===== config.mk =====
export PLATFORM = sky130hd
export DESIGN_NAME = axldo_ctrl
export DESIGN_NICKNAME = d
export VERILOG_FILES = /design/src/axldo_ctrl.v /design/src/axldo_sync.v
export VERILOG_INCLUDE_DIRS = /design/src
export SDC_FILE = /design/constraint.sdc
export NUM_CORES = 1
export LEC_CHECK = 0
export BUFFER_PORTS_ARGS = -buffer_cell sky130_fd_sc_hd__buf_4
export CAP_MARGIN = 10
export CORE_MARGIN = 4
export CORE_UTILIZATION = 28
export DETAILED_ROUTE_END_ITERATION = 7
export PLACE_DENSITY = 0.59
export SYNTH_ARGS = -nofsm -noshare
export SYNTH_HDL_FRONTEND = slang
export SYNTH_SLANG_ARGS = --single-unit

===== constraint.sdc =====
create_clock -name core_clk -period 2.5 [get_ports core_clk]
set_clock_uncertainty 0.15 [all_clocks]
set_input_delay 0.5 -clock core_clk [delete_from_list [all_inputs] [get_ports core_clk]]
set_output_delay 0.5 -clock core_clk [all_outputs]
set_load 0.01 [all_outputs]

===== src/axldo_consts.vh =====
// Constants for the auxiliary regulator control block.
// Included by the control block and the bench; holds definitions only.
`ifndef AXLDO_CONSTS_VH
`define AXLDO_CONSTS_VH

// =============================================================
// Register byte offsets
`define AXLDO_OFF_CTRL      12'h000
`define AXLDO_OFF_CFG       12'h004
`define AXLDO_OFF_STAT      12'h008
`define AXLDO_OFF_MASK      12'h00C
`define AXLDO_OFF_LIVE      12'h010

// =============================================================
// Field positions
`define AXLDO_CTRL_EN_BIT   0
`define AXLDO_CFG_VSEL_LSB  0
`define AXLDO_CFG_LOCK_BIT  2
`define AXLDO_ST_OC_BIT     0
`define AXLDO_ST_UV_BIT     1
`define AXLDO_ST_OT_BIT     2
`define AXLDO_NUM_EVT       3

// =============================================================
// Voltage select codes
`define AXLDO_VSEL_5V0      2'h0
`define AXLDO_VSEL_3V3      2'h1
`define AXLDO_VSEL_1V8      2'h2
`define AXLDO_VSEL_1V2      2'h3

// =============================================================
// Chip mode codes
`define AXLDO_MODE_INIT     3'h0
`define AXLDO_MODE_NORMAL   3'h1
`define AXLDO_MODE_STOP     3'h2
`define AXLDO_MODE_SLEEP    3'h3
`define AXLDO_MODE_RESTART  3'h4
`define AXLDO_MODE_FAILSAFE 3'h5

`define AXLDO_ZERO32        32'h00000000

`endif


===== src/axldo_ctrl.v =====
// Control and status logic of the auxiliary low-drop regulator.
// Assumes an APB master on core_clk, the chip mode from the state
// machine on the same clock, and comparator levels from the analog side.
//
// Operation
// - Regulator is off in init and fail-safe, frozen in stop, sleep and restart, configurable only in normal.
// - Setting the enable bit in normal mode turns the regulator on.
// - A two-bit voltage select offers 5.0, 3.3, 1.8 and 1.2 V, resetting to 3.3 V.
// - After the first enable, writes to the voltage select are ignored.
// - The lock persists while supplied; only power-on reset clears it.
// - With the lock set, software can still switch the regulator on and off.
// - Shunt overcurrent limits the current and sets only the overcurrent flag.
// - The overcurrent flag may be cleared only once the condition has gone.
// - While enabled, an output undervoltage sets the undervoltage flag.
// - The base driver temperature sensor feeds the chip overtemperature protection.
//
// The APB slave port and the register addresses were decided locally.
`timescale 1ns/1ps
`default_nettype none
`include "axldo_consts.vh"

module axldo_ctrl (
   input  wire        core_clk,
   input  wire        rst_b,
   input  wire        por_b,
   input  wire [2:0]  chip_mode,
   input  wire        psel,
   input  wire        penable,
   input  wire        pwrite,
   input  wire [11:0] paddr,
   input  wire [31:0] pwdata,
   output wire        pready,
   output reg  [31:0] prdata,
   output wire        pslverr,
   input  wire        shunt_over_thr,
   input  wire        aux_out_uv,
   input  wire        base_drv_hot,
   output reg         aux_ldo_on,
   output reg  [1:0]  aux_ldo_voltage_select,
   output reg         aux_ldo_current_limit,
   output reg         aux_ldo_overtemp,
   output wire        irq
);

   // =============================================================
   // Input synchronisation
   wire [2:0] sync_lv;

   axldo_sync #(
      .W (3)
   ) u_sync (
      .core_clk (core_clk),
      .rst_b    (rst_b),
      .async_in ({base_drv_hot, aux_out_uv, shunt_over_thr}),
      .sync_out (sync_lv)
   );

   wire oc_now = sync_lv[0];
   wire uv_now = sync_lv[1];
   wire ot_now = sync_lv[2];

   // =============================================================
   // Bus decode
   wire wr_acc = psel & penable & pwrite;
   wire rd_acc = psel & penable & ~pwrite;

   function hit;
      input [11:0] a;
      input [11:0] off;
      begin
         hit = (a == off);
      end
   endfunction

   wire mapped = hit(paddr, `AXLDO_OFF_CTRL) | hit(paddr, `AXLDO_OFF_CFG)
               | hit(paddr, `AXLDO_OFF_STAT) | hit(paddr, `AXLDO_OFF_MASK)
               | hit(paddr, `AXLDO_OFF_LIVE);

   // Zero wait states; unmapped addresses answer with an error
   assign pready  = 1'b1;
   assign pslverr = psel & penable & ~mapped;

   wire is_normal = (chip_mode == `AXLDO_MODE_NORMAL);
   wire is_off    = (chip_mode == `AXLDO_MODE_INIT) | (chip_mode == `AXLDO_MODE_FAILSAFE);

   // =============================================================
   // Enable and configuration
   // Lock lives in the power-on domain so a chip reset cannot unlock it
   reg cfg_lock;
   reg en_bit;

   wire wr_ctrl = wr_acc & hit(paddr, `AXLDO_OFF_CTRL);
   wire wr_cfg  = wr_acc & hit(paddr, `AXLDO_OFF_CFG);

   always @(posedge core_clk) begin
      if (!por_b) begin
         cfg_lock               <= 1'b0;
         aux_ldo_voltage_select <= `AXLDO_VSEL_3V3;
      end else begin
         if (wr_cfg && is_normal && !cfg_lock)
            aux_ldo_voltage_select <= pwdata[`AXLDO_CFG_VSEL_LSB+1:`AXLDO_CFG_VSEL_LSB];
         if (wr_ctrl && is_normal && pwdata[`AXLDO_CTRL_EN_BIT])
            cfg_lock <= 1'b1;
      end
   end

   always @(posedge core_clk) begin
      if (!rst_b) begin
         en_bit <= 1'b0;
      end else if (wr_ctrl && is_normal) begin
         en_bit <= pwdata[`AXLDO_CTRL_EN_BIT];
      end else if (is_off) begin
         en_bit <= 1'b0;
      end
   end

   // In stop, sleep and restart the enable is frozen, so output follows it; init and fail-safe force it off
   always @(posedge core_clk) begin
      if (!rst_b) begin
         aux_ldo_on <= 1'b0;
      end else begin
         aux_ldo_on <= en_bit & ~is_off;
      end
   end

   // =============================================================
   // Protection outputs
   always @(posedge core_clk) begin
      if (!rst_b) begin
         aux_ldo_current_limit <= 1'b0;
         aux_ldo_overtemp      <= 1'b0;
      end else begin
         aux_ldo_current_limit <= oc_now & aux_ldo_on;
         aux_ldo_overtemp      <= ot_now;
      end
   end

   // =============================================================
   // Sticky status, cleared by reading; set beats clear
   reg [`AXLDO_NUM_EVT-1:0] stat;
   reg [`AXLDO_NUM_EVT-1:0] mask;

   wire rd_stat = rd_acc & hit(paddr, `AXLDO_OFF_STAT);
   wire [`AXLDO_NUM_EVT-1:0] evt;
   assign evt[`AXLDO_ST_OC_BIT] = oc_now;
   assign evt[`AXLDO_ST_UV_BIT] = uv_now & aux_ldo_on;
   assign evt[`AXLDO_ST_OT_BIT] = ot_now;

   always @(posedge core_clk) begin
      if (!rst_b) begin
         stat <= {`AXLDO_NUM_EVT{1'b0}};
      end else if (rd_stat) begin
         // Clear only what the read reported; a bit set after the setup
         // cycle survives, and a live condition re-asserts its flag
         stat <= (stat & ~prdata[`AXLDO_NUM_EVT-1:0]) | evt;
      end else begin
         stat <= stat | evt;
      end
   end

   always @(posedge core_clk) begin
      if (!rst_b) begin
         mask <= {`AXLDO_NUM_EVT{1'b0}};
      end else if (wr_acc && hit(paddr, `AXLDO_OFF_MASK)) begin
         mask <= pwdata[`AXLDO_NUM_EVT-1:0];
      end
   end

   assign irq = |(stat & mask);

   // =============================================================
   // Read data
   reg [31:0] next_prdata;

   always @* begin
      next_prdata = `AXLDO_ZERO32;
      if (hit(paddr, `AXLDO_OFF_CTRL))
         next_prdata[`AXLDO_CTRL_EN_BIT] = en_bit;
      else if (hit(paddr, `AXLDO_OFF_CFG)) begin
         next_prdata[`AXLDO_CFG_VSEL_LSB+1:`AXLDO_CFG_VSEL_LSB] = aux_ldo_voltage_select;
         next_prdata[`AXLDO_CFG_LOCK_BIT] = cfg_lock;
      end else if (hit(paddr, `AXLDO_OFF_STAT))
         next_prdata[`AXLDO_NUM_EVT-1:0] = stat;
      else if (hit(paddr, `AXLDO_OFF_MASK))
         next_prdata[`AXLDO_NUM_EVT-1:0] = mask;
      else if (hit(paddr, `AXLDO_OFF_LIVE))
         next_prdata[`AXLDO_NUM_EVT-1:0] = evt;
   end

   // Captured in setup phase so data is valid during the access phase
   always @(posedge core_clk) begin
      if (!rst_b) begin
         prdata <= `AXLDO_ZERO32;
      end else if (psel && !penable && !pwrite) begin
         prdata <= next_prdata;
      end
   end

endmodule
`default_nettype wire


===== src/axldo_sync.v =====
// Two-flop synchroniser for a bundle of asynchronous levels.
// Assumes inputs come from analog comparators outside core_clk.
`timescale 1ns/1ps
`default_nettype none

module axldo_sync #(
   parameter W = 4
) (
   input  wire         core_clk,
   input  wire         rst_b,
   input  wire [W-1:0] async_in,
   output reg  [W-1:0] sync_out
);

   reg [W-1:0] meta;

   // =============================================================
   // First stage feeds only the second stage
   always @(posedge core_clk) begin
      if (!rst_b) begin
         meta     <= {W{1'b0}};
         sync_out <= {W{1'b0}};
      end else begin
         meta     <= async_in;
         sync_out <= meta;
      end
   end

endmodule
`default_nettype wire


== After elaboration in Yosys (flattened, before gate mapping) ==
Cells that the tools add are included.

* Bits in registers: 22
* Input bits: 56
* Output and inout port bits: 40
* Word-level logic and storage cells: 63

* Equality and inequality tests: 6
* Multiplexer cells: 9
* Bitwise operators: 23
* Reduce and logical (&&, ||, !) cells: 14

{| class="wikitable"
|+ Operator list
! cell !! count
|-
| $eq 12x4->1 const B || 2
|-
| $mux 3 || 5
|-
| $eq 12x3->1 const B || 1
|-
| $eq 12x5->1 const B || 1
|-
| $logic_not 12->1 || 1
|-
| $and 1x1->1 || 10
|-
| $logic_and 1x1->1 || 7
|-
| $and 3x3->3 || 2
|-
| $or 3x3->3 || 2
|-
| $or 1x1->1 || 5
|-
| $eq 3x1->1 const B || 1
|-
| $eq 3x3->1 const B || 1
|-
| $logic_not 1->1 || 3
|-
| $logic_not 3->1 || 1
|-
| $mux 1 || 3
|-
| $not 1->1 || 3
|-
| $not 3->3 || 1
|-
| $reduce_or 3->1 || 1
|-
| $mux 2 || 1
|-
| $reduce_bool 2->1 || 1
|}

== Depth between registers and ports, before layout ==
Gate-level depths: netlist of run 1.

* Depth in word-level cells: 7
* Depth in mapped cells: 6
* Depth with buffers taken out: 4

== By module ==
Synthesis of run 1 repeated with hierarchy kept, for this count alone.

* Cell total of the unflattened synthesis: 155
* Area total of the unflattened synthesis: 1312.5 µm²

{| class="wikitable"
|+ By module, submodules not included
! module !! instances !! cells an instance !! area each (µm²) !! sequential area each (µm²)
|-
| axldo_ctrl || 1 || 143 || 1154.9 || 320.3
|-
| axldo_sync || 1 || 12 || 157.7 || 120.1
|}

== Worst setup path after synthesis of run 1 ==
OpenSTA, ideal clock, no wires.

* Kind: input to output
* Start: in paddr[9]
* End: out pslverr
* Arrival: 1.479 ns
* Required time: 1.850 ns
* Path slack: 0.371 ns
* Stages on the path: 3
* Path buffers: 0
* Cell sequence: or4_4 > nor3_2 > a21oi_1

* Longest elaborated chain between the ends: 7
* Elaborated cells between the ends (all ways): 11
* Those cells by class: eq/ne (4); bitwise (6); reduce/logical (1)

{| class="wikitable"
|+ RTL lines
! item !! RTL line !! RTL
|-
| from (decl) || axldo_ctrl.v:30 || <nowiki>input wire [11:0] paddr,</nowiki>
|-
| $eq 12x3->1 or $logic_not 12->1 (tied branches) || axldo_ctrl.v:71 || <nowiki>hit = (a == off);</nowiki>
|-
| $or 1x1->1 (3 in a row) || axldo_ctrl.v:75 || <nowiki>wire mapped = hit(paddr, `AXLDO_OFF_CTRL) | hit(paddr, `AXLDO_OFF_CFG)</nowiki>
|-
| $or 1x1->1 * || axldo_ctrl.v:75 ||
|-
| $not 1->1 * || axldo_ctrl.v:81 || <nowiki>assign pslverr = psel & penable & ~mapped;</nowiki>
|-
| $and 1x1->1 * || axldo_ctrl.v:81 ||
|-
| to (decl) || axldo_ctrl.v:34 || <nowiki>output wire pslverr,</nowiki>
|}

Mark *: on every way between the ends. The rest lies on a longest branch, timed or not.

== Worst setup path after layout of run 1 ==
Ends and elaborated chain as after synthesis.

==> impl_metrics.csv, run 1 <==
group,metric,value,unit
floorplanning,rows,24,
logic_synthesis,synth.distinct_cells,42,
timing,drv_slew,0,
timing,fin_crit_sh,91.8,%
logic_synthesis,ys.flop_type,"dfxtp_1",
worst_setup_path,critPathKind,"primary input to primary output",
floorplanning,die_w,76.3,um
power_and_ir_drop,cellPowerDensity,462,mW/mm2
worst_hold_path,hold_path_class,"primary input to flop",
place,place_congestion,0.790,
routing,wl_per_cell,12.7,um
worst_hold_path,min_path_cells,2,
worst_setup_path,cp.buffers_inverters,2,
routing,ant_nets,0,
logic_synthesis,synth_edf_count,0,
worst_setup_path,r2r_setup_slack,1.09,ns
logic_synthesis,ys_seq_area_share,33.7,%
worst_setup_path,cp_max_fo,4,
run_status,status,"complete, no violations",
cts,h-tree-depth,1,
power_and_ir_drop,combinationalPowerShare,14.7,%
logic_synthesis,ys_async_sr_fraction,0,%
finish,nets,246,
finish,seq_area,440,um2
place,port_buffers,36,
timing,hold_viol_final,0,
logic_synthesis,synth_warnings,0,
power_and_ir_drop,ir_worst_vdd,162,uV
worst_setup_path,cp_cell_sequence,"buf_4 > or4_4 > nor3_2 > a21oi_1 > buf_4",
power_and_ir_drop,switchingPower,182,uW
grt,grt_pass1_wl,5020,um
logic_synthesis,avgSynthCellArea,8.47,um2
timing,post-route-min-period,2.29,ns
worst_setup_path,endpoint_kind,"primary output",
cts,clock_latency,0.26,ns
logic_synthesis,synth-seq-cells,22,
power_and_ir_drop,p_int,543,uW
routing,vias,1086,
grt,antenna_found_initial,0,
place,place_hpwl,2450,um
worst_hold_path,holdPathEnd,"u_sync.meta[2]",
worst_setup_path,cpLargestDelayFamily,"simple AND/OR/NAND/NOR gates",
timing,tns,0,ns
worst_setup_path,r2r_cells,4,
logic_synthesis,synth.cell_area,0.00131,mm2
finish,antenna_cells,0,
timing,rsz0062_at_grt,"no",
grt,grt_pass1_vias,1045,
logic_synthesis,synth_top_area_share,33.7,%
logic_synthesis,synth_commonest_cells,"30 x buf_4, 22 x dfxtp_1, 9 x nand2_1, 9 x nor2_1, 9 x o21ai_0",
cts,path_clk_slew,0.08,ns
timing,fmax,436,MHz
worst_setup_path,crit_path_top_delay_cell,"or4_4",
cts,cts.sinks,22,
logic_synthesis,synth_top_area_cell,"dfxtp_1",
power_and_ir_drop,p_leak,0.682,nW
power_and_ir_drop,swShare,25.1,%
finish,area_growth,20.4,%
floorplanning,die_y,76.3,um
grt,grt_remaining_overflow,0,
cts,clockBufferDepth,2,
worst_setup_path,cpMostUsedCell,"buf_4",
routing,wirelength,3070,um
cts,postCtsSetupBuffers,0,
floorplanning,dieArea,0.00582,mm2
worst_setup_path,max_stage_delay,0.57,ns
finish,finalInstanceArea,0.00157,mm2
worst_setup_path,critPathLaunch,"paddr[9]",
worst_setup_path,reg2reg_to,"aux_ldo_voltage_select[1]",
cts,clock-root-buffer,"clkbuf_8",
finish,layout-drive-gt1-share,25.4,%
worst_setup_path,cp.arrival,1.64,ns
power_and_ir_drop,clock_power_share,35.4,%
logic_synthesis,syn_inst,154,
routing,viasPerCell,4.51,
finish,multi_input_area,703,um2
worst_setup_path,required,1.85,ns
run,maxCapViolations,0,
floorplanning,ios,96,
cts,cts_resized,0,
floorplanning,initial_core_util,29.4,%
cts,cts_tree,"built",
grt,grt_max_degree,19,
cts,postCtsHoldBufs,0,
grt,grt_usage,10.5,%
routing,first_pass_iters,4,
finish,fill_cells,482,
timing,setup_violations,0,
logic_synthesis,yosysMostFrequentCell,"buf_4",
power_and_ir_drop,power_frac_seq,49.8,%
floorplanning,core,0.00444,mm2
routing,drt_iter0_markers,51,
place,placed_cell_area,0.00152,mm2
worst_hold_path,hp-start,"base_drv_hot",
routing,drc,0,
worst_setup_path,r2r_start,"cfg_lock",
cts,tritoncts.num_buffers,3,
worst_setup_path,critPathLaunchType,"primary input",
logic_synthesis,ys_top_cells_by_area,"dfxtp_1 34%, buf_4 17%, o21ai_0 3.5%",
## logic make-up (layout without fill, tap and decap cells)
group | after synthesis | in the layout | share of synthesized area [%]
mux | 4 | 4 | 3.16
flops | 22 | 22 | 33.7
simple gates | 56 | 56 | 27.7
other cells | 2 | 30 | 0.575
compound gates | 28 | 28 | 13.7
buf+inv | 41 | 48 | 20.4
xor+xnor | 1 | 1 | 0.671
## registers in the layout, summed over array words and instances, names as in the netlist
register                flops
prdata                      3
aux_ldo_voltage_select      2
stat                        3
en_bit                      1
u_sync.sync_out             3
u_sync.meta                 3
aux_ldo_on                  1
aux_ldo_overtemp            1
aux_ldo_current_limit       1
mask                        3
cfg_lock                    1
## worst max-delay path by stage
| stage | to | slack [ns] | cells after the start |
|---|---|---|---|
| finish | pslverr | 0.21 | 5 |
| global route | pslverr | 0.14 | 5 |
| CTS | pslverr | 0.18 | 5 |
| detailed placement | stat[1] | 0.12 | 5 |
| global placement | stat[1] | 0.13 | 5 |
| floorplan | pslverr | 0.37 | 3 |
## cell type report
class,instances,share of cell area [%]
clock buffers,4,3.50
inverters,6,1.43
multi-input cells,119,44.7
flip-flops and latches,22,28.0
well taps,52,4.14
repair buffers,38,18.2
## power by group through the flow
| stage | Sequential [mW] | Combinational [mW] | Clock, mW |
|---|---|---|---|
| 4_1_cts | 0.361 | 0.106 | 0.263 |
| 3_5_place_dp | 0.370 | 0.106 | 0 |
| 2_1_floorplan | 0.369 | 0.0925 | 0 |
| 6_report | 0.362 | 0.107 | 0.257 |
| 5_1_grt | 0.362 | 0.120 | 0.277 |
| 3_3_place_gp | 0.370 | 0.105 | 0 |
## through the flow
step / instances / total power [mW] / setup WS, ns / util, % / hold slack, ns
floorplan: 182 / 0.462 / 0.371 / - / 0.262
global placement: 237 / 0.475 / 0.132 / 34.1 / 0.265
detailed placement: 237 / 0.476 / 0.124 / 34.1 / 0.274
CTS: 241 / 0.731 / 0.185 / 35.4 / 0.283
global route: 241 / 0.758 / 0.137 / 35.4 / 0.284
finish: 241 / 0.725 / 0.205 / 35.4 / 0.289
## layout by cell type (no fill, tap or decap), types with 2 or more instances in the layout
cell type and instances:
buf_4 38, conb_1 30, dfxtp_1 22, o21ai_0 9, nand2_1 9, nor2_1 9, and2_1 7, inv_1 6
nand3_1 6, a21oi_1 5, a31oi_1 4, clkbuf_8 4, mux2i_1 3, and3_1 3, nor4_4 2, nor4b_1 2
nor3_1 2, nor3b_1 2, nand2b_1 2, o31ai_1 2
## routing by layer
layer	wire length, um	up-vias	track usage (%)
li1	-	554	-
met1	1390	490	13.3
met3	221	3	3.31
met5	0	-	0
met2	1420	39	17.0
met4	30	0	2.72
Note: power is estimated with default switching activity, not from simulation.
==> run 2, diff against run 1 <==
--- a/config.mk
+++ b/config.mk
@@ -8,7 +8,6 @@
 export LEC_CHECK = 0
 export BUFFER_PORTS_ARGS = -buffer_cell sky130_fd_sc_hd__buf_4
 export CAP_MARGIN = 10
-export CORE_MARGIN = 4
 export CORE_UTILIZATION = 28
 export DETAILED_ROUTE_END_ITERATION = 7
 export PLACE_DENSITY = 0.59
==> run 2 against run 1 <==
Net effect:
- clock power is 30% higher
- sequential share of layout area is 0.29 points lower
- non-clock buffer count stayed put
- flip-flop and latch count stayed put
- first-iteration DRC count is 3.9% higher
- final cell count stayed put
- largest cell class unchanged
- largest power group unchanged
==> impl_metrics.csv, run 2 (synthesized netlist as in run 1, its figures left out) <==
group,metric,value,unit
timing,setup_violations,0,
worst_setup_path,max_stage_delay,0.57,ns
worst_setup_path,cpLargestDelayFamily,"simple AND/OR/NAND/NOR gates",
worst_setup_path,critPathLaunchType,"primary input",
routing,ant_nets,0,
worst_setup_path,critPathKind,"primary input to primary output",
timing,rsz0062_at_grt,"no",
floorplanning,dieArea,0.00494,mm2
cts,cts_tree,"built",
timing,hold_viol_final,0,
power_and_ir_drop,p_leak,0.689,nW
grt,grt_usage,12.0,%
finish,fill_cells,472,
routing,drt_iter0_markers,53,
grt,grt_max_degree,19,
grt,grt_pass1_wl,4660,um
timing,fin_crit_sh,91.9,%
power_and_ir_drop,power,804,uW
timing,fin_hold_ws,0.283,ns
routing,wirelength,2860,um
cts,clock_latency,0.27,ns
run_status,status,"complete, no violations",
worst_hold_path,hold_path_class,"primary input to flop",
place,place_hpwl,2230,um
grt,grt_remaining_overflow,0,
place,place_congestion,0.795,
finish,mostFrequentLayoutCells,"38 x buf_4, 30 x conb_1, 22 x dfxtp_1",
routing,vias,1082,
cts,path_clk_slew,0.08,ns
finish,nets,246,
timing,fmax,435,MHz
cts,clockBufferDepth,2,
finish,layout_commonest_cell,"buf_4",
routing,wl_per_cell,11.9,um
grt,grt_pass1_vias,986,
place,port_buffers,36,
timing,post-route-min-period,2.30,ns
routing,viasPerCell,4.49,
finish,antenna_cells,0,
worst_setup_path,cpMostUsedCell,"buf_4",
floorplanning,ios,96,
cts,clock-root-buffer,"clkbuf_8",
worst_setup_path,cp.buffers_inverters,2,
power_and_ir_drop,cellPowerDensity,506,mW/mm2
worst_setup_path,cp.arrival,1.65,ns
cts,cts.sinks,22,
finish,area_growth,21.7,%
place,place_ws,0.120,ns
power_and_ir_drop,ir_worst_vdd,169,uV
floorplanning,core,0.00441,mm2
cts,h-tree-depth,1,
floorplanning,die_w,70.3,um
worst_setup_path,cp_cell_sequence,"buf_4 > or4_4 > nor3_2 > a21oi_1 > buf_4",
routing,first_pass_iters,4,
worst_setup_path,endpoint_kind,"primary output",
floorplanning,rows,24,
run,maxCapViolations,0,
cts,cts_resized,0,
floorplanning,initial_core_util,29.6,%
cts,postCtsSetupBuffers,0,
timing,fin_ws,0.202,ns
worst_setup_path,crit_path_top_delay_cell,"or4_4",
finish,layout-drive-gt1-share,25.4,%
worst_setup_path,cp_max_fo,4,
worst_setup_path,required,1.85,ns
grt,antenna_found_initial,0,
cts,postCtsHoldBufs,0,
timing,tns,0,ns
finish,fin_util,36.0,%
cts,tritoncts.num_buffers,3,
routing,drc,0,
timing,drv_slew,0,
floorplanning,die_y,70.3,um
## run 2: metal layers
metal  routed length, um  vias up  GRT usage, %
met3                 173        5          2.89
met2                1260       39          18.6
li1                    -      553             -
met5                   0        -             0
met1                1380      485          15.6
met4                  50        0          5.33
## run 2: final cells by class
| type | instances | area (um2) | share of cell area (%) |
|---|---|---|---|
| flip-flops and latches | 22 | 440 | 27.7 |
| clock buffers | 3 | 41.3 | 2.60 |
| repair buffers | 38 | 285 | 18.0 |
| well taps | 52 | 65.1 | 4.10 |
| multi-input cells | 119 | 703 | 44.3 |
| inverters | 6 | 22.5 | 1.42 |
| clock inverters | 1 | 30.0 | 1.89 |
## run 2: final timing paths
kind	start	end	slack [ns]	cells past startpoint
max	paddr[9]	pslverr	0.20	5
min	por_b	aux_ldo_voltage_select[0]	0.28	2
max reg2reg	cfg_lock	aux_ldo_voltage_select[1]	1.09	4
min reg2reg	u_sync.meta[2]	u_sync.sync_out[2]	0.29	1
## run 2: metrics by stage
stage          cells  instance area (um2)
2_1_floorplan    182                 1410
3_3_place_gp     237                 1520
3_5_place_dp     237                 1520
4_1_cts          241                 1590
5_1_grt          241                 1590
6_report         241                 1590
## run 2: power by group
part / total, mW / switching, mW / internal [mW]
Sequential: 0.362 / 0.00414 / 0.357
Combinational: 0.107 / 0.0616 / 0.0451
Clock: 0.335 / 0.121 / 0.214
==> run 3, diff against run 2 <==
--- a/config.mk
+++ b/config.mk
@@ -8,9 +8,9 @@
 export LEC_CHECK = 0
 export BUFFER_PORTS_ARGS = -buffer_cell sky130_fd_sc_hd__buf_4
 export CAP_MARGIN = 10
-export CORE_UTILIZATION = 28
+export CORE_UTILIZATION = 40
 export DETAILED_ROUTE_END_ITERATION = 7
-export PLACE_DENSITY = 0.59
+export PLACE_DENSITY = 0.79
 export SYNTH_ARGS = -nofsm -noshare
 export SYNTH_HDL_FRONTEND = slang
 export SYNTH_SLANG_ARGS = --single-unit
==> run 3 against run 2 <==
Net effect:
- power fell by 7.8%
- critical path depth did not move
- wire length fell by 8.7%
==> impl_metrics.csv, run 3 (synthesized netlist as in run 1, its figures left out) <==
group,metric,value,unit
run_status,status,"complete, no violations",
worst_setup_path,r2r_setup_slack,1.05,ns
timing,fmax,435,MHz
grt,grt_pass1_wl,3880,um
cts,tritoncts.num_buffers,3,
worst_setup_path,max_stage_delay,0.57,ns
floorplanning,initial_core_util,42.4,%
routing,vias,1122,
place,place_congestion,0.916,
worst_setup_path,cp.arrival,1.65,ns
floorplanning,ios,96,
floorplanning,die_y,59.1,um
cts,clock_latency,0.31,ns
routing,drt_iter0_markers,39,
cts,postCtsHoldBufs,0,
power_and_ir_drop,ir_worst_vdd,294,uV
power_and_ir_drop,cellPowerDensity,475,mW/mm2
finish,nets,246,
worst_setup_path,cpMostUsedCell,"buf_4",
place,port_buffers,36,
power_and_ir_drop,p_leak,0.681,nW
routing,wl_per_cell,11.2,um
worst_setup_path,endpoint_kind,"primary output",
place,placed_cells,229,
cts,cts_resized,0,
worst_setup_path,r2r_start,"cfg_lock",
cts,clock-root-buffer,"clkbuf_4",
finish,fill_cells,306,
routing,first_pass_iters,4,
finish,antenna_cells,0,
timing,drv_slew,0,
run,maxCapViolations,0,
cts,clockBufferDepth,2,
cts,h-tree-depth,1,
grt,grt_max_degree,19,
worst_setup_path,required,1.85,ns
floorplanning,die_w,59.1,um
worst_setup_path,r2r_cells,4,
floorplanning,rows,20,
worst_setup_path,critPathLaunchType,"primary input",
worst_setup_path,critPathLaunch,"paddr[9]",
finish,mostFrequentLayoutCells,"38 x buf_4, 30 x conb_1, 22 x dfxtp_1",
cts,cts.sinks,22,
timing,tns,0,ns
finish,multi_input_area,703,um2
worst_setup_path,reg2reg_to,"aux_ldo_voltage_select[0]",
finish,layout-drive-gt1-share,25.4,%
worst_setup_path,cp_max_fo,4,
floorplanning,core,0.00308,mm2
timing,setup_violations,0,
finish,fin_cells,233,
timing,post-route-min-period,2.30,ns
worst_hold_path,min_path_cells,2,
routing,wirelength,2610,um
cts,postCtsSetupBuffers,0,
place,place_hpwl,2020,um
routing,drc,0,
finish,area_growth,19.5,%
grt,grt_pass1_vias,857,
grt,antenna_found_initial,0,
worst_setup_path,critPathKind,"primary input to primary output",
finish,layout_commonest_cell,"buf_4",
timing,rsz0062_at_grt,"no",
grt,grt_usage,14.9,%
finish,fin_util,50.7,%
timing,hold_viol_final,0,
worst_hold_path,hold_path_class,"primary input to flop",
cts,path_clk_slew,0.12,ns
routing,ant_nets,0,
finish,seq_area,440,um2
floorplanning,dieArea,0.00350,mm2
routing,viasPerCell,4.82,
worst_setup_path,endpoint,"pslverr",
worst_setup_path,cp_cell_sequence,"buf_4 > or4_4 > nor3_2 > a21oi_1 > buf_4",
timing,fin_crit_sh,92.0,%
cts,cts_tree,"built",
grt,grt_remaining_overflow,0,
worst_setup_path,crit_path_top_delay_cell,"or4_4",
## run 3: cell count changes in the layout (fill, tap and decap cells not counted)
cell	previous run	this run
clkbuf_4	0	3
clkbuf_8	3	0
## run 3: layer usage
layer / wire length [um] / track usage, %
met5: 0 / 0
met4: 52 / 8.16
met3: 176 / 3.06
met2: 1130 / 22.4
met1: 1260 / 20.1
## run 3: cell type report
type	instances	share of cell area, %
Tap cell	44	3.53
Timing Repair Buffer	38	18.3
Multi-Input combinational cell	119	45.1
Clock inverter	1	1.93
Clock buffer	3	1.44
Inverter	6	1.44
Sequential cell	22	28.3
## run 3: worst max-delay path, delay by kind of cell
family                 cells  cell delay [ns]
buffers and inverters      2             0.26
AO/OA/AOI/OAI              1             0.09
AND/OR/NAND/NOR            2             0.80
## run 3: how the worst min path moves through the flow
stage / endpoint / from / slack (ns)
5_1_grt: u_sync.meta[1] / aux_out_uv / 0.22
6_report: u_sync.meta[2] / base_drv_hot / 0.24
3_5_place_dp: u_sync.sync_out[0] / u_sync.meta[0] / 0.27
3_3_place_gp: u_sync.sync_out[1] / u_sync.meta[1] / 0.26
4_1_cts: u_sync.meta[2] / base_drv_hot / 0.23
2_1_floorplan: u_sync.sync_out[0] / u_sync.meta[0] / 0.26
## run 3: stage by stage
step                      hold WS, ns  worst slack (ns)  area [um2]  total power, mW
after detailed placement        0.270             0.153        1510            0.475
after CTS                       0.234             0.202        1560            0.744
after floorplan                 0.262             0.371        1410            0.462
final                           0.239             0.201        1560            0.741
after global placement          0.264             0.154        1510            0.473
after global routing            0.224             0.141        1560            0.772
## run 3: report_power, final
| group | internal (mW) | switching, mW | leakage [nW] |
|---|---|---|---|
| Combinational | 0.0451 | 0.0610 | 0.474 |
| Clock | 0.162 | 0.111 | 0.0279 |
| Sequential | 0.358 | 0.00424 | 0.179 |
| Total | 0.565 | 0.176 | 0.681 |
